$ cat config.mk
export PLATFORM = sky130hd
export DESIGN_NAME = smr_device_flat
export DESIGN_NICKNAME = d
export VERILOG_FILES = /design/src/inc/smr_pkg.sv /design/src/inc/smr_if.sv /design/src/rtl/smr_device.sv /design/src/flat_wrapper.sv
export SDC_FILE = /design/constraint.sdc
export NUM_CORES = 1
export LEC_CHECK = 0
export BUFFER_PORTS_ARGS = -buffer_cell sky130_fd_sc_hd__buf_2
export CORE_MARGIN = 10
export CORE_UTILIZATION = 47
export CTS_BUF_LIST = sky130_fd_sc_hd__clkbuf_4 sky130_fd_sc_hd__clkbuf_8
export DETAILED_ROUTE_END_ITERATION = 16
export GPL_TIMING_DRIVEN = 0
export PLACE_DENSITY = 0.83
export SLEW_MARGIN = 20
export SYNTH_ARGS = -nofsm -noshare
export SYNTH_HDL_FRONTEND = slang
export SYNTH_SLANG_ARGS = --single-unit
$ cat constraint.sdc
create_clock -name ref_clk -period 1.75 [get_ports ref_clk]
set_input_delay 0.175 -clock ref_clk [delete_from_list [all_inputs] [get_ports ref_clk]]
set_output_delay 0.175 -clock ref_clk [all_outputs]
set_load 0.1 [all_outputs]
$ cat src/inc/smr_pkg.sv
// shared constants for the mode register write link
package smr_pkg;
  localparam int ADDR_W = 18;
  localparam int SEL_W  = 3;
  // register select codes on bank group bit zero and bank bits
  localparam logic [2:0] SEL_FIRST = 3'h1;
  localparam logic [2:0] SEL_FOURTH = 3'h4;
  localparam logic [2:0] SEL_FIFTH = 3'h5;
  localparam logic [2:0] SEL_SIXTH = 3'h6;
  localparam logic [2:0] SEL_EXT_WORD = 3'h7;
  // field positions
  localparam int CAL_LSB = 6;
  localparam int RDBI_BIT = 12;
  localparam int WDBI_BIT = 11;
  localparam int DMASK_BIT = 10;
  localparam int PERS_BIT = 9;
  localparam int PARK_LSB = 6;
  localparam int ODTPD_BIT = 5;
  localparam int PERR_BIT = 4;
  localparam int CERR_BIT = 3;
  localparam int PLAT_LSB = 0;
  localparam int CCD_LSB = 10;
  localparam int TRN_BIT = 7;
  localparam int RNG_BIT = 6;
  localparam int VAL_LSB = 0;
  localparam int NOM_LSB = 8;
  // reset value, and cycle codes for off and reserved settings
  localparam logic [17:0] CFG_RESET = 18'h00000;
  localparam logic [3:0] CYC_OFF = 4'h0;
  localparam logic [3:0] CYC_RSV = 4'hf;
  // reserved bit masks and highest legal codes
  localparam logic [17:0] RSV_TOP_MASK  = 18'h20000;
  localparam logic [17:0] RSV_MID_MASK  = 18'h02000;
  localparam logic [17:0] RSV_PAIR_MASK = 18'h00300;
  localparam logic [2:0]  PLAT_MAX      = 3'h4;
  localparam logic [2:0]  CCD_MAX       = 3'h4;
  localparam logic [2:0]  CAL_MAX       = 3'h5;
  localparam logic [5:0]  VAL_MAX       = 6'h32;
  // link timing: reference clock cycles per link clock half period; one command spans two half periods
  localparam int LINK_DIV = 4;
endpackage

$ cat src/inc/smr_if.sv
// link between controller and device carrying mode register write commands
`timescale 1ns/1ps
`default_nettype none
interface smr_if;
  logic                    link_clk;
  logic                    cmd_n;
  logic [2:0]              sel;
  logic                    bg1;
  logic [17:0]             addr;
  modport ctrl (output link_clk, output cmd_n, output sel, output bg1, output addr);
  modport dev  (input link_clk, input cmd_n, input sel, input bg1, input addr);
endinterface
`default_nettype wire

$ cat src/rtl/smr_device.sv
// device end: decodes mode register write commands into settings
`timescale 1ns/1ps
`default_nettype none
module smr_device
  import smr_pkg::*;
(
  // clock and reset
  input  wire logic        ref_clk,
  input  wire logic        reset_n,
  // link
  smr_if.dev               link,
  // error events from the data path
  input  wire logic        parity_err_evt,
  input  wire logic        crc_err_evt,
  // decoded settings
  output logic [3:0]       cs_latency,
  output logic             cs_latency_rsv,
  output logic             read_inversion_en,
  output logic             write_inversion_en,
  output logic             data_mask_en,
  output logic             persist_parity_en,
  output logic [2:0]       park_divisor,
  output logic             odt_buf_off_pd,
  output logic             parity_err_flag,
  output logic             crc_err_flag,
  output logic [3:0]       parity_latency,
  output logic             parity_latency_rsv,
  output logic [3:0]       long_col_spacing,
  output logic             long_col_spacing_rsv,
  output logic             vref_training_en,
  output logic             vref_range_two,
  output logic [5:0]       vref_value,
  output logic [17:0]      fifth_mode_register,
  output logic [17:0]      sixth_mode_register
);
  import smr_pkg::*;

  // ************************************************************
  // link sampling
  // ************************************************************
  logic [1:0]  clk_s_q;
  logic        clk_prev_q;
  logic [1:0]  cmd_s_q;
  logic [2:0]  sel_s1_q, sel_s2_q;
  logic [17:0] addr_s1_q, addr_s2_q;

  always_ff @(posedge ref_clk or negedge reset_n)
    if (!reset_n)
    begin
      clk_s_q    <= 2'h0;
      clk_prev_q <= 1'b0;
      cmd_s_q    <= 2'h3;
      sel_s1_q   <= 3'h0;
      sel_s2_q   <= 3'h0;
      addr_s1_q  <= 18'h00000;
      addr_s2_q  <= 18'h00000;
    end
    else
    begin
      clk_s_q    <= {clk_s_q[0], link.link_clk};
      clk_prev_q <= clk_s_q[1];
      cmd_s_q    <= {cmd_s_q[0], link.cmd_n};
      sel_s1_q   <= link.sel;
      sel_s2_q   <= sel_s1_q;
      addr_s1_q  <= link.addr;
      addr_s2_q  <= addr_s1_q;
    end

  // controller holds pins steady across the rising edge, so sampled copies agree
  wire rise      = clk_s_q[1] & ~clk_prev_q;
  wire cmd_take  = rise & ~cmd_s_q[1];
  // ext register control word code falls to no match and is dropped
  wire wr_fifth  = cmd_take & (sel_s2_q == SEL_FIFTH);
  wire wr_sixth  = cmd_take & (sel_s2_q == SEL_SIXTH);
  wire wr_fourth = cmd_take & (sel_s2_q == SEL_FOURTH);
  wire wr_first  = cmd_take & (sel_s2_q == SEL_FIRST);

  // ************************************************************
  // register storage
  // ************************************************************
  logic [17:0] fourth_mode_register_q, first_mode_register_q;
  logic        perr_q, cerr_q;

  always_ff @(posedge ref_clk or negedge reset_n)
    if (!reset_n)
    begin
      fifth_mode_register <= CFG_RESET;
      sixth_mode_register <= CFG_RESET;
      fourth_mode_register_q <= CFG_RESET;
      first_mode_register_q  <= CFG_RESET;
    end
    else
    begin
      if (wr_fifth)
        fifth_mode_register <= addr_s2_q;
      if (wr_sixth)
        sixth_mode_register <= addr_s2_q;
      if (wr_fourth)
        fourth_mode_register_q <= addr_s2_q;
      if (wr_first)
        first_mode_register_q <= addr_s2_q;
    end

  // event sets win over a clearing write in the same cycle
  wire perr_clr = wr_fifth & ~addr_s2_q[PERR_BIT];
  wire cerr_clr = wr_fifth & ~addr_s2_q[CERR_BIT];
  always_ff @(posedge ref_clk or negedge reset_n)
    if (!reset_n)
    begin
      perr_q <= 1'b0;
      cerr_q <= 1'b0;
    end
    else
    begin
      perr_q <= parity_err_evt | (perr_q & ~perr_clr);
      cerr_q <= crc_err_evt | (cerr_q & ~cerr_clr);
    end

  // ************************************************************
  // decode
  // ************************************************************
  function automatic logic [3:0] cal_cycles(input logic [2:0] c);
    case (c)
      3'h0: cal_cycles = CYC_OFF;
      3'h1: cal_cycles = 4'h3;
      3'h2: cal_cycles = 4'h4;
      3'h3: cal_cycles = 4'h5;
      3'h4: cal_cycles = 4'h6;
      3'h5: cal_cycles = 4'h8;
      default: cal_cycles = CYC_RSV;
    endcase
  endfunction

  function automatic logic [3:0] par_cycles(input logic [2:0] c);
    case (c)
      3'h0: par_cycles = CYC_OFF;
      3'h1: par_cycles = 4'h4;
      3'h2: par_cycles = 4'h5;
      3'h3: par_cycles = 4'h6;
      3'h4: par_cycles = 4'h8;
      default: par_cycles = CYC_RSV;
    endcase
  endfunction

  function automatic logic [2:0] park_div(input logic [2:0] c);
    case (c)
      3'h1: park_div = 3'h4;
      3'h2: park_div = 3'h2;
      3'h3: park_div = 3'h6;
      3'h4: park_div = 3'h1;
      3'h5: park_div = 3'h5;
      3'h6: park_div = 3'h3;
      3'h7: park_div = 3'h7;
      default: park_div = 3'h0;
    endcase
  endfunction

  wire [2:0] cal_code  = fourth_mode_register_q[CAL_LSB +: 3];
  wire [2:0] plat_code = fifth_mode_register[PLAT_LSB +: 3];
  wire [2:0] ccd_code  = sixth_mode_register[CCD_LSB +: 3];
  wire       nom_on    = |first_mode_register_q[NOM_LSB +: 3];

  assign cs_latency           = cal_cycles(cal_code);
  assign cs_latency_rsv       = (cal_code[2] & cal_code[1]);
  assign read_inversion_en    = fifth_mode_register[RDBI_BIT];
  assign write_inversion_en   = fifth_mode_register[WDBI_BIT];
  assign data_mask_en         = fifth_mode_register[DMASK_BIT];
  assign persist_parity_en    = fifth_mode_register[PERS_BIT];
  assign park_divisor         = park_div(fifth_mode_register[PARK_LSB +: 3]);
  assign odt_buf_off_pd       = nom_on & fifth_mode_register[ODTPD_BIT];
  assign parity_err_flag      = perr_q;
  assign crc_err_flag         = cerr_q;
  assign parity_latency       = par_cycles(plat_code);
  assign parity_latency_rsv   = plat_code[2] & (plat_code[1] | plat_code[0]);
  assign long_col_spacing     = (ccd_code > 3'h4) ? CYC_RSV : (4'h4 + {1'b0, ccd_code});
  assign long_col_spacing_rsv = (ccd_code > 3'h4);
  assign vref_training_en     = sixth_mode_register[TRN_BIT];
  assign vref_range_two       = sixth_mode_register[RNG_BIT];
  assign vref_value           = sixth_mode_register[VAL_LSB +: 6];
endmodule
`default_nettype wire

$ cat src/flat_wrapper.sv
// flat-port wrapper written by rule: the top's interface ports become plain ports
module smr_device_flat import smr_pkg::*;
  (ref_clk, reset_n, parity_err_evt, crc_err_evt, cs_latency, cs_latency_rsv, read_inversion_en, write_inversion_en, data_mask_en, persist_parity_en, park_divisor, odt_buf_off_pd, parity_err_flag, crc_err_flag, parity_latency, parity_latency_rsv, long_col_spacing, long_col_spacing_rsv, vref_training_en, vref_range_two, vref_value, fifth_mode_register, sixth_mode_register, link_link_clk, link_cmd_n, link_sel, link_bg1, link_addr);
  smr_if link_i ();
  input  wire logic ref_clk;
  input  wire logic reset_n;
  input  wire logic parity_err_evt;
  input  wire logic crc_err_evt;
  output logic [3:0] cs_latency;
  output logic cs_latency_rsv;
  output logic read_inversion_en;
  output logic write_inversion_en;
  output logic data_mask_en;
  output logic persist_parity_en;
  output logic [2:0] park_divisor;
  output logic odt_buf_off_pd;
  output logic parity_err_flag;
  output logic crc_err_flag;
  output logic [3:0] parity_latency;
  output logic parity_latency_rsv;
  output logic [3:0] long_col_spacing;
  output logic long_col_spacing_rsv;
  output logic vref_training_en;
  output logic vref_range_two;
  output logic [5:0] vref_value;
  output logic [17:0] fifth_mode_register;
  output logic [17:0] sixth_mode_register;
  input wire logic [$bits(link_i.link_clk)-1:0] link_link_clk;
  input wire logic [$bits(link_i.cmd_n)-1:0] link_cmd_n;
  input wire logic [$bits(link_i.sel)-1:0] link_sel;
  input wire logic [$bits(link_i.bg1)-1:0] link_bg1;
  input wire logic [$bits(link_i.addr)-1:0] link_addr;
  assign link_i.link_clk = link_link_clk;
  assign link_i.cmd_n = link_cmd_n;
  assign link_i.sel = link_sel;
  assign link_i.bg1 = link_bg1;
  assign link_i.addr = link_addr;
  smr_device u_core (.ref_clk(ref_clk), .reset_n(reset_n), .link(link_i), .parity_err_evt(parity_err_evt), .crc_err_evt(crc_err_evt), .cs_latency(cs_latency), .cs_latency_rsv(cs_latency_rsv), .read_inversion_en(read_inversion_en), .write_inversion_en(write_inversion_en), .data_mask_en(data_mask_en), .persist_parity_en(persist_parity_en), .park_divisor(park_divisor), .odt_buf_off_pd(odt_buf_off_pd), .parity_err_flag(parity_err_flag), .crc_err_flag(crc_err_flag), .parity_latency(parity_latency), .parity_latency_rsv(parity_latency_rsv), .long_col_spacing(long_col_spacing), .long_col_spacing_rsv(long_col_spacing_rsv), .vref_training_en(vref_training_en), .vref_range_two(vref_range_two), .vref_value(vref_value), .fifth_mode_register(fifth_mode_register), .sixth_mode_register(sixth_mode_register));
endmodule
# == Word-level counts from Yosys, hierarchy flattened ==
# Index checks and enable logic that the tools add are counted.
# op_classes
n_addsub,1
n_lt_le_gt_ge,1
eq_ne,20
mux,4
n_bitwise,22
reduce_logical,3
# ops
cell,count
"== test 3 bit, second input constant",10
one-hot mux 4 bit (6 select lines),1
one-hot mux 3 bit (7 select lines),1
one-hot mux 4 bit (5 select lines),1
"== test 3 x 2 -> 1 bit, second input constant",6
AND 1 bit,13
"== test 3 x 1 -> 1 bit, second input constant",4
zero test 3 bit,2
NOT 1 bit,6
"adder 3 x 3 -> 4 bit, first input constant",1
2-to-1 mux 4 bit,1
"greater-than comparator 3 bit, second input constant",1
OR 1 bit,3
OR reduction 3 bit,1
# totals
register_bits,105
word_cells,64

# == Longest topological paths before layout ==
# Gate-level depths: netlist of run 1.
# logic_depth
ltp_word,8
depth_mapped,5
depth_no_buf,3

# == Worst setup path after synthesis of run 1 ==
# Ideal clock, no wire load.
# synth_timing
path_kind,register to output
from,register u_core.sixth_mode_register[10]
to,output port long_col_spacing[0]
t_arrival_ps,3130
t_required_ps,1575
setup_slack_ps,-1555
stages_incl_launch_ff,4
path_cell_list,dfrtp_1 nor2_1 nor2b_1 or2_2
# synth_between
elab_chain_cells,2
word_cells_on_any_way,3
classes_between,add/sub (1); order compare (1); mux (1)
# synth_lines
element,line,text
from (decl),smr_device.sv:34,output logic [17:0] sixth_mode_register
from (signal assigned),smr_device.sv:97,sixth_mode_register <= addr_s2_q;
greater-than comparator 3 bit,-,
net long_col_spacing_rsv,flat_wrapper.sv:22,output logic long_col_spacing_rsv;
2-to-1 mux 4 bit,smr_device.sv:175,"assign long_col_spacing = (ccd_code > 3'h4) ? CYC_RSV : (4'h4 + {1'b0, ccd_code});"
to (decl),flat_wrapper.sv:21,output logic [3:0] long_col_spacing;
# The timed path passes the listed nets, and every way through them passes these cells.

# == Final worst setup path of run 1 ==
# layout_timing
from,register u_core.sixth_mode_register[11]
to,output port long_col_spacing[0]
# layout_between
elab_chain_cells,2
# layout_lines
element,line
greater-than comparator 3 bit,smr_device.sv:175
2-to-1 mux 4 bit,smr_device.sv:175
# No other way between the ends.

==> results.txt, run 1 <==
----------------------------------------------------
[Worst setup path]
  Data arrival at the endpoint of the critical path ... 1.53 ns
  Worst path slowest cell ... sky130_fd_sc_hd__dfrtp_4
  Worst r2r src ... u_core.cmd_s_q[1]$_DFF_PN1_
  Startpoint Class ... flip-flop
  Cells along the critical path ... nor2_4, nor2b_4, or2_2, buf_8
  Cell count of the worst reg-to-reg path ... 5
  Required time worst endpoint ... 1.57 ns
  Worst path max stage delay ... 0.51 ns
  Crit Path Max Fanout ... 4
  Destination of the worst register-to-register timing path ... u_core.fifth_mode_register[5]$_DFFE_PN0P_
  R2R setup slack ... 0.11 ns
  Category of the most critical setup path ... reg -> out
  Endpoint of the worst setup timing path ... long_col_spacing[0]
  Critical path capture point type ... primary output
  CP Launch Point ... u_core.sixth_mode_register[11]$_DFFE_PN0P_

[Logic synthesis]
  Most numerous cell types in the synthesized netlist ... sky130_fd_sc_hd__dfrtp_1 (89), sky130_fd_sc_hd__mux2_2 (24), sky130_fd_sc_hd__mux2_4 (19)
  Number of warnings reported in the yosys synthesis log ... 0
  Post-synthesis cell type count ... 28
  Mean instance size in the synthesized netlist ... between 15 and 20 um2
  Post-synthesis async set-or-reset flop share ... between 90% and 100%
  Most area-hungry cell type in the Yosys netlist ... sky130_fd_sc_hd__dfrtp_1
  Most frequent cell after synthesis ... sky130_fd_sc_hd__dfrtp_1
  Synthesized Nets ... 210
  Synthesized instance count ... 182
  Post-synth design cell area ... ~3200 um2
  Area fraction of the dominant cell type after synthesis ... 69.8%
  Number of synthesized flops with an enable pin ... 0
  Sequential area share after synthesis ... 71.4%
  Number of synthesized register bits ... 91
  Primary FF master, synth ... sky130_fd_sc_hd__dfrtp_1
  Largest cells by area after synthesis ... sky130_fd_sc_hd__dfrtp_1 (70%), sky130_fd_sc_hd__mux2_4 (8.9%), sky130_fd_sc_hd__mux2_2 (8.5%), sky130_fd_sc_hd__buf_4 (2.8%), sky130_fd_sc_hd__dfstp_2 (1.6%)

[Placement]
  Last weighted congestion value of the routability-driven placer ... 0.728
  Placed cell area ... 3840 um2
  Number of placed instances, taps included ... ~360
  HPWL after detailed placement ... 4720 um
  Buffers on Ports ... 95

[Clock network]
  Sink Count ... 91
  CTS H-Tree Depth ... 3
  Inserted Clock Buffers ... 9
  Clk root buf ... sky130_fd_sc_hd__clkbuf_8
  Maximum buffer depth of the clock tree ... 2
  Clock-pin slew on the worst setup and hold paths ... 0.09 ns
  Later-pin clock latency in the skew report ... about 0.35 ns
  TritonCTS clock tree ... done

[GRT]
  Via count of the first global-routing pass ... 2052
  Global route total overflow ... 0
  Global-route wire length before repair ... 10500 um
  Pin count of the biggest net entering global routing ... 58
  Global router's overall resource usage ... 13.2%
  Antenna violations before repair ... 0

[Drt]
  Detail-routed via count per cell ... around 4.6
  DR WL/cell ... 16.4 um
  Remaining number of nets flagged by the antenna check after routing ... 0
  Detailed Routing Iterations Pass 1 ... 3
  Total detailed-routing wirelength ... between 6000 and 7000 um
  Initial DRC count ... 48
  Routed via count ... ~1.8k
  Residual DRC count ... 0

[Timing]
  Final worst clock skew ... 0.00945 ns
  Setup violations, final ... 0
  Slew at the pin closest to its max-slew limit ... 0.511 ns
  Fmax ... 588 MHz
  Number of max-slew violations in the final report ... 0
  Worst relative slew slack ... 66.2%
  Final critical-path required period ... roughly 1.7 ns
  Count of endpoints failing hold in the final timing report ... 0
  Period utilisation layout ... approximately 97%

[Hold path]
  Worst hold path type ... in -> reg

[Cells and area]
  Fraction of final layout cells with drive strength greater than 1 ... 61.5%
  Layout Nets ... 345
  Core occupancy in the finished layout ... 67.3%
  Ant diodes ... 0
  Area of all placed cells without fillers ... 4340 um2
  Non-filler cells in the finished layout ... 399
  Area overhead of the layout relative to synthesis ... 36.1%

[Die]
  Number of ports placed on the die boundary ... 97
  Initial standard-cell utilization of the core ... 49.4%
  Die Span X ... 102 um
  Die height ... 102 um
  Core area ... between 6000 and 7000 um2
  DIE AREA ... 10500 um2
  Total number of placement rows ... 29

[Power and ir drop]
  Power per cell area ... between 1500 and 2000 nW/um2
  Cell leakage power ... 2.21 nW
  Worst VDD drop ... 0.906 mV

[Status]
  Status ... completed

[Flow run]
  Number of maximum-capacitance constraint violations ... 0

----------------------------------------------------
logic make-up after synthesis:
group / count (synthesis) / share of synthesized area [%]
flops: 91 / 71.4
mux: 43 / 17.4
buf+inv: 22 / 4.82
simple gates: 18 / 4.27
compound gates: 6 / 1.49
xor+xnor: 1 / 0.274
fa+ha+maj: 1 / 0.314
layout by cell type, fill, tap and decap left out, types with 2 or more instances in the layout:
cell | netlist | final
sky130_fd_sc_hd__clkinv_4 | 0 | 3
sky130_fd_sc_hd__dfstp_2 | 2 | 2
sky130_fd_sc_hd__clkbuf_8 | 0 | 10
sky130_fd_sc_hd__or2_2 | 4 | 2
sky130_fd_sc_hd__buf_6 | 2 | 2
sky130_fd_sc_hd__clkbuf_4 | 0 | 2
sky130_fd_sc_hd__clkbuf_2 | 0 | 4
sky130_fd_sc_hd__buf_8 | 1 | 2
sky130_fd_sc_hd__dlygate4sd3_1 | 0 | 25
sky130_fd_sc_hd__inv_1 | 2 | 2
sky130_fd_sc_hd__dfrtp_2 | 0 | 3
sky130_fd_sc_hd__mux2_2 | 24 | 24
sky130_fd_sc_hd__a21o_1 | 2 | 2
sky130_fd_sc_hd__or3_1 | 2 | 2
sky130_fd_sc_hd__or2_4 | 0 | 2
sky130_fd_sc_hd__dfrtp_1 | 89 | 83
sky130_fd_sc_hd__nand2b_1 | 2 | 2
sky130_fd_sc_hd__mux2_4 | 19 | 19
sky130_fd_sc_hd__buf_4 | 12 | 17
sky130_fd_sc_hd__dfrtp_4 | 0 | 3
sky130_fd_sc_hd__buf_2 | 0 | 90
report_power, final:
part | switching, mW | total, mW | internal (mW)
logic | 2.65 | 3.28 | 0.634
clock network | 0.720 | 1.43 | 0.711
registers | 0.181 | 2.54 | 2.36
final cells by class:
type                            count  area (um2)
Timing Repair Buffer              124         796
Clock buffer                       10         138
Tap cell                           77        96.3
Buffer                             20         151
Clock inverter                      6        72.6
Multi-Input combinational cell     69         788
Inverter                            2        7.51
Sequential cell                    91        2290
Fill cell                         458        2110
per-stage QoR:
step           setup TNS [ns]  setup slack [ns]  power, mW  hold slack, ns
2_1_floorplan          -0.815            -0.525       5.30          -0.121
5_1_grt              -0.00102          -0.00102       7.51          0.0714
3_3_place_gp           -17.59            -0.452       5.75           0.281
6_report                    0            0.0492       7.25          0.0777
3_5_place_dp            -1.10            -0.115       5.81           0.154
4_1_cts                     0            0.0313       7.30          0.0559
worst max-delay path, delay by kind of cell, from the launching register on:
kind	cells	cell delay, ns
flip-flops	1	0.51
AND/OR/NAND/NOR	3	0.49
buffers and inverters	1	0.18
sequential cells by signal, summed over array words and instances, names as in the netlist, 3 cells and up:
| register | flops |
|---|---|
| u_core.addr_s1_q | 18 |
| u_core.addr_s2_q | 18 |
| u_core.fifth_mode_register | 18 |
| u_core.sixth_mode_register | 18 |
| u_core.first_mode_register_q | 3 |
| u_core.fourth_mode_register_q | 3 |
| u_core.sel_s1_q | 3 |
| u_core.sel_s2_q | 3 |
routing by layer:
metal / wire, um / global-route usage (%)
met1: 2480 / 14.2
met2: 3690 / 23.4
met3: 278 / 3.85
met4: 102 / 6.18
met5: 0 / 0
how the worst min path moves through the flow:
stage / endpoint / cells past startpoint / from
floorplan: u_core.addr_s1_q[0]$_DFF_PN0_ / 0 / reset_n
global route: u_core.crc_err_flag$_DFF_PN0_ / 2 / crc_err_evt
finish: u_core.crc_err_flag$_DFF_PN0_ / 2 / crc_err_evt
global placement: u_core.cmd_s_q[0]$_DFF_PN1_ / 1 / link_cmd_n
CTS: u_core.crc_err_flag$_DFF_PN0_ / 2 / crc_err_evt
detailed placement: u_core.addr_s1_q[3]$_DFF_PN0_ / 1 / reset_n
timing repair:
item,4_1_cts,5_1_grt
hold buffers,25,0
endpoints found under the setup margin,12,4
resized for setup,3,3
pin swaps,1,1
endpoints found under the hold margin,58,0
gates cloned,0,0
setup buffers,2,1
(Power assumes the default switching activity.)
==> run 2: changes to the inputs <==
Settings changed: CORE_UTILIZATION 47 to 49, PLACE_DENSITY 0.83 to 0.86.
==> results.txt, run 2 (synthesis results as in run 1) <==
----------------------------------------------------
[Timing]
  Fmax ... 588 MHz
  Setup violations, final ... 0
  Slack of the critical path ... 0.0484 ns
  Final critical-path required period ... about 1.7 ns
  Worst hold slack across all endpoints ... 0.0837 ns
  Count of endpoints failing hold in the final timing report ... 0
  Final worst clock skew ... slightly below 0.007 ns
  Period utilisation layout ... 97.2%
  Number of max-slew violations in the final report ... 0
  Final total negative setup slack ... 0 ns
  Worst relative slew slack ... 66.6%
  Setup repair after global routing missed its margin ... false
  Slew at the pin closest to its max-slew limit ... 0.505 ns

[GRT]
  Antenna violations before repair ... 0
  Global-route wire length before repair ... 10600 um
  Global router's overall resource usage ... 13.3%
  Via count of the first global-routing pass ... 2054
  Global route total overflow ... 0
  Pin count of the biggest net entering global routing ... between 50 and 60

[Status]
  Status ... completed

[Placement]
  Post-placement setup slack ... -0.0875 ns
  Buffers on Ports ... 95
  HPWL after detailed placement ... 4860 um
  Number of placed instances, taps included ... 355
  Last weighted congestion value of the routability-driven placer ... 0.756

[Cells and area]
  Fraction of final layout cells with drive strength greater than 1 ... 61.4%
  Layout Nets ... 344
  Area overhead of the layout relative to synthesis ... 35.7%
  Highest-count cells in the layout ignoring fill and taps ... sky130_fd_sc_hd__buf_2 (90), sky130_fd_sc_hd__dfrtp_1 (83), sky130_fd_sc_hd__dlygate4sd3_1 (25)
  Ant diodes ... 0
  Most common cell after layout, fill and taps aside ... sky130_fd_sc_hd__buf_2
  Core occupancy in the finished layout ... 68.2%
  Non-filler cells in the finished layout ... 398

[Drt]
  DR WL/cell ... 16.4 um
  Detail-routed via count per cell ... 4.68
  Detailed Routing Iterations Pass 1 ... 2
  Initial DRC count ... 23
  Total detailed-routing wirelength ... around 6500 um
  Routed via count ... ~1.9k
  Remaining number of nets flagged by the antenna check after routing ... 0
  Residual DRC count ... 0

[Worst setup path]
  Number of buffers and inverters on the critical path ... 1
  Cell count of the worst reg-to-reg path ... 5
  Required time worst endpoint ... 1.57 ns
  Critical path capture point type ... primary output
  Worst path slowest cell ... sky130_fd_sc_hd__dfrtp_4
  Destination of the worst register-to-register timing path ... u_core.fifth_mode_register[5]$_DFFE_PN0P_
  Worst path max stage delay ... around 0.5 ns
  Cell family contributing the most delay on the critical path ... flip-flops
  Startpoint Class ... flip-flop
  Cells along the critical path ... nor2_4, nor2b_4, or2_2, buf_6
  Crit Path Max Fanout ... 4
  R2R setup slack ... 0.07 ns
  Category of the most critical setup path ... reg -> out
  Worst r2r src ... u_core.cmd_s_q[1]$_DFF_PN1_
  Data arrival at the endpoint of the critical path ... 1.53 ns

[Hold path]
  HP Start ... crc_err_evt
  Worst hold path depth ... 2
  Worst min-delay path endpoint ... u_core.crc_err_flag$_DFF_PN0_
  Worst hold path type ... in -> reg

[Clock network]
  CTS H-Tree Depth ... 3
  Sink Count ... 91
  TritonCTS clock tree ... done
  Inserted Clock Buffers ... 9
  Later-pin clock latency in the skew report ... 0.35 ns
  Clk root buf ... sky130_fd_sc_hd__clkbuf_8
  Maximum buffer depth of the clock tree ... 2
  Clock-pin slew on the worst setup and hold paths ... approximately 0.09 ns

[Flow run]
  Number of maximum-capacitance constraint violations ... 0

[Die]
  Total number of placement rows ... 29
  Number of ports placed on the die boundary ... between 90 and 100
  Core area ... around 6300 um2
  Die height ... 101 um
  DIE AREA ... 10100 um2
  Die Span X ... 101 um
  Initial standard-cell utilization of the core ... 50.3%

[Power and ir drop]
  Cell leakage power ... approximately 2.2 nW
  Worst VDD drop ... 1.17 mV
  Power per cell area ... approximately 1700 nW/um2

----------------------------------------------------
-- run 2: cell count changes in the layout (fill, tap and decap cells not counted), sizes merged --
cell | previous run | this run
clkinv | 3 | 1
clkbuf | 17 | 16
clkinvlp | 1 | 2
buf | 112 | 111
inv | 3 | 5
-- run 2: cell type report --
type | count | area [um2]
flip-flops and latches | 91 | 2290
fillers | 418 | 2020
multi-input cells | 69 | 788
repair buffers | 123 | 785
plain buffers | 20 | 151
clock buffers | 9 | 124
well taps | 77 | 96.3
clock inverters | 7 | 85.1
inverters | 2 | 7.51
-- run 2: worst max-delay path by stage --
stage,from,endpoint,slack [ns],cells past startpoint
after floorplan,u_core.fourth_mode_register_q[7]$_DFFE_PN0P_,cs_latency[1],-0.52,2
after global placement,reset_n,u_core.sixth_mode_register[12]$_DFFE_PN0P_,-0.45,1
after detailed placement,u_core.clk_prev_q$_DFF_PN0_,u_core.sixth_mode_register[15]$_DFFE_PN0P_,-0.09,4
after CTS,u_core.sixth_mode_register[10]$_DFFE_PN0P_,long_col_spacing[0],0.03,4
after global routing,u_core.sixth_mode_register[10]$_DFFE_PN0P_,long_col_spacing[0],0.003,4
final,u_core.sixth_mode_register[10]$_DFFE_PN0P_,long_col_spacing[0],0.05,4
-- run 2: metrics by stage --
stage / area, um2 / total power [mW]
after detailed placement: 3840 / 5.81
after global routing: 4330 / 7.49
after CTS: 4330 / 7.30
after floorplan: 3240 / 5.30
final: 4330 / 7.25
after global placement: 3810 / 5.75
-- run 2: power by group --
part / leakage (nW) / switching (mW) / internal (mW)
sequential: 1.09 / 0.183 / 2.36
clock: 0.0999 / 0.756 / 0.687
combinational: 1.01 / 2.65 / 0.621
-- run 2: what timing repair did --
action                     in CTS  in global routing
resized for setup               3                  2
pin swaps                       1                  0
setup endpoints to repair      12                  2
hold buffers                   25                  0
setup buffers                   2                  0
hold endpoints to repair       58                  0
cloned                          0                  0
-- run 2: per-layer routing --
metal	share of wire, %	GRT usage (%)
met4	1.9	5.65
met3	4.6	3.64
met5	0	0
met2	56	24.2
met1	37	14.1
==> run 3: changes to the inputs <==
Settings changed: CELL_PAD_IN_SITES_DETAIL_PLACEMENT from default to 1, CELL_PAD_IN_SITES_GLOBAL_PLACEMENT from default to 2, CORE_UTILIZATION 49 to 36, CTS_CLUSTER_DIAMETER from default to 150, PLACE_DENSITY 0.86 to 0.89.
==> results.txt, run 3 (synthesis results as in run 1) <==
----------------------------------------------------
[GRT]
  Via count of the first global-routing pass ... roughly 2.2k
  Global route total overflow ... 0
  Pin count of the biggest net entering global routing ... 54
  Global router's overall resource usage ... 11.2%
  Global-route wire length before repair ... between 10000 and 15000 um
  Antenna violations before repair ... 0

[Cells and area]
  Area overhead of the layout relative to synthesis ... 36.8%
  Number of inserted filler cells in the final layout ... around 880
  Ant diodes ... 0
  Fraction of final layout cells with drive strength greater than 1 ... roughly three fifths
  Layout Nets ... 344
  Highest-count cells in the layout ignoring fill and taps ... sky130_fd_sc_hd__buf_2 (90), sky130_fd_sc_hd__dfrtp_1 (83), sky130_fd_sc_hd__dlygate4sd3_1 (25)
  Most common cell after layout, fill and taps aside ... sky130_fd_sc_hd__buf_2
  Core occupancy in the finished layout ... around 50%
  Seq. cell area ... 2290 um2
  Area taken by multi-input logic gates ... 807 um2
  Area of all placed cells without fillers ... approximately 4400 um2

[Placement]
  Placed cell area ... 3870 um2
  HPWL after detailed placement ... 5160 um
  Buffers on Ports ... 95
  Last weighted congestion value of the routability-driven placer ... 0.683

[Hold path]
  Worst hold path depth ... 2
  Worst hold path type ... in -> reg

[Clock network]
  Sink Count ... 91
  Inserted Clock Buffers ... 9
  Clock-pin slew on the worst setup and hold paths ... around 0.09 ns
  TritonCTS clock tree ... done
  Maximum buffer depth of the clock tree ... 2
  Later-pin clock latency in the skew report ... ~0.35 ns
  CTS H-Tree Depth ... 3
  Clk root buf ... sky130_fd_sc_hd__clkbuf_8

[Worst setup path]
  Number of buffers and inverters on the critical path ... 1
  Data arrival at the endpoint of the critical path ... about 1.5 ns
  Required time worst endpoint ... 1.57 ns
  Worst path max stage delay ... 0.51 ns
  Worst path slowest cell ... sky130_fd_sc_hd__dfrtp_4
  Startpoint Class ... flip-flop
  Crit Path Max Fanout ... 4
  Cells along the critical path ... nor2_4, nor2b_4, or2_2, buf_6
  Critical path capture point type ... primary output
  Cell depth of the worst setup path ... 4
  Category of the most critical setup path ... reg -> out
  Cell family contributing the most delay on the critical path ... flip-flops
  Cell count of the worst reg-to-reg path ... 4

[Power and ir drop]
  Worst VDD drop ... 0.752 mV
  Power per cell area ... 1630 nW/um2
  Cell leakage power ... 2.20 nW

[Die]
  Total number of placement rows ... 34
  Die height ... 114 um
  Initial standard-cell utilization of the core ... 36.8%
  Die Span X ... 114 um
  Number of ports placed on the die boundary ... 97
  Core area ... 8680 um2
  DIE AREA ... approximately 13000 um2

[Timing]
  Final critical-path required period ... 1.68 ns
  Period utilisation layout ... 96.2%
  Final worst clock skew ... roughly 0.010 ns
  Setup violations, final ... 0
  Fmax ... 594 MHz
  Number of max-slew violations in the final report ... 0
  Setup repair after global routing missed its margin ... false
  Count of endpoints failing hold in the final timing report ... 0
  Slew at the pin closest to its max-slew limit ... 0.667 ns
  Worst relative slew slack ... 55.5%

[Drt]
  Detail-routed via count per cell ... 4.39
  Detailed Routing Iterations Pass 1 ... 2
  Total detailed-routing wirelength ... a little over 7000 um
  DR WL/cell ... 16.5 um
  Remaining number of nets flagged by the antenna check after routing ... 0
  Residual DRC count ... 0
  Initial DRC count ... 43
  Routed via count ... 1883

[Status]
  Status ... completed

[Flow run]
  Number of maximum-capacitance constraint violations ... 0

----------------------------------------------------
run 3: cell count changes in the layout (fill, tap and decap cells not counted), sizes merged:
cell | before | now
clkbuf | 16 | 20
clkinv | 1 | 2
bufinv | 1 | 0
inv | 5 | 2
clkinvlp | 2 | 1
run 3: layout make-up:
type	count	area share, %
flip-flops and latches	91	52.6
multi-input cells	69	18.5
repair buffers	123	17.8
clock buffers	13	3.95
plain buffers	20	3.47
well taps	108	3.09
clock inverters	3	0.487
inverters	2	0.172
run 3: worst paths after layout:
check                                                                start  slack (ns)                                          to
worst max-delay path            u_core.sixth_mode_register[10]$_DFFE_PN0P_        0.07                         long_col_spacing[0]
worst min-delay path                                           crc_err_evt        0.06               u_core.crc_err_flag$_DFF_PN0_
worst max register to register                 u_core.clk_s_q[1]$_DFF_PN0_        0.11   u_core.sixth_mode_register[0]$_DFFE_PN0P_
worst min register to register               u_core.addr_s1_q[4]$_DFF_PN0_        0.35               u_core.addr_s2_q[4]$_DFF_PN0_
max in group asynchronous                                          reset_n        0.67                 u_core.cmd_s_q[0]$_DFF_PN1_
min in group asynchronous                                          reset_n        0.40  u_core.sixth_mode_register[15]$_DFFE_PN0P_
run 3: metrics by stage:
| step | instances | TNS (ns) | total power, mW | hold slack [ns] | worst slack, ns |
|---|---|---|---|---|---|
| 2_1_floorplan | 182 | -0.815 | 5.30 | -0.121 | -0.525 |
| 3_3_place_gp | 385 | -25.19 | 5.76 | 0.281 | -0.533 |
| 3_5_place_dp | 386 | -1.86 | 5.81 | 0.259 | -0.191 |
| 4_1_cts | 429 | 0 | 7.23 | 0.0441 | 0.000710 |
| 5_1_grt | 429 | 0 | 7.44 | 0.0632 | 0.000340 |
| 6_report | 429 | 0 | 7.14 | 0.0625 | 0.0665 |
run 3: worst reg2reg max path: cells and delay by family (launching register included):
kind                   cells  cell delay, ns
buffers and inverters      1            0.26
multiplexers               1            0.35
AND/OR/NAND/NOR            2            0.44
flip-flops                 1            0.49
run 3: where the power goes:
group          total, mW  switching (mW)  internal (mW)
logic               3.27            2.64          0.622
registers           2.54           0.183           2.36
clock network       1.33           0.681          0.650
total               7.14            3.51           3.63
run 3: timing repair:
item	CTS	global route
resized for setup	2	5
cloned	0	0
pin swaps	1	0
buffers inserted	2	0
hold endpoints to repair	76	0
hold buffers	25	0
setup endpoints to repair	20	7
run 3: layer usage:
metal	vias up	global-route usage (%)	part of all wire, %
li1	864	-	-
met2	59	18.9	51
met1	953	12.2	40
met3	7	4.19	8.1
met5	-	0	0
met4	0	5.01	1.6
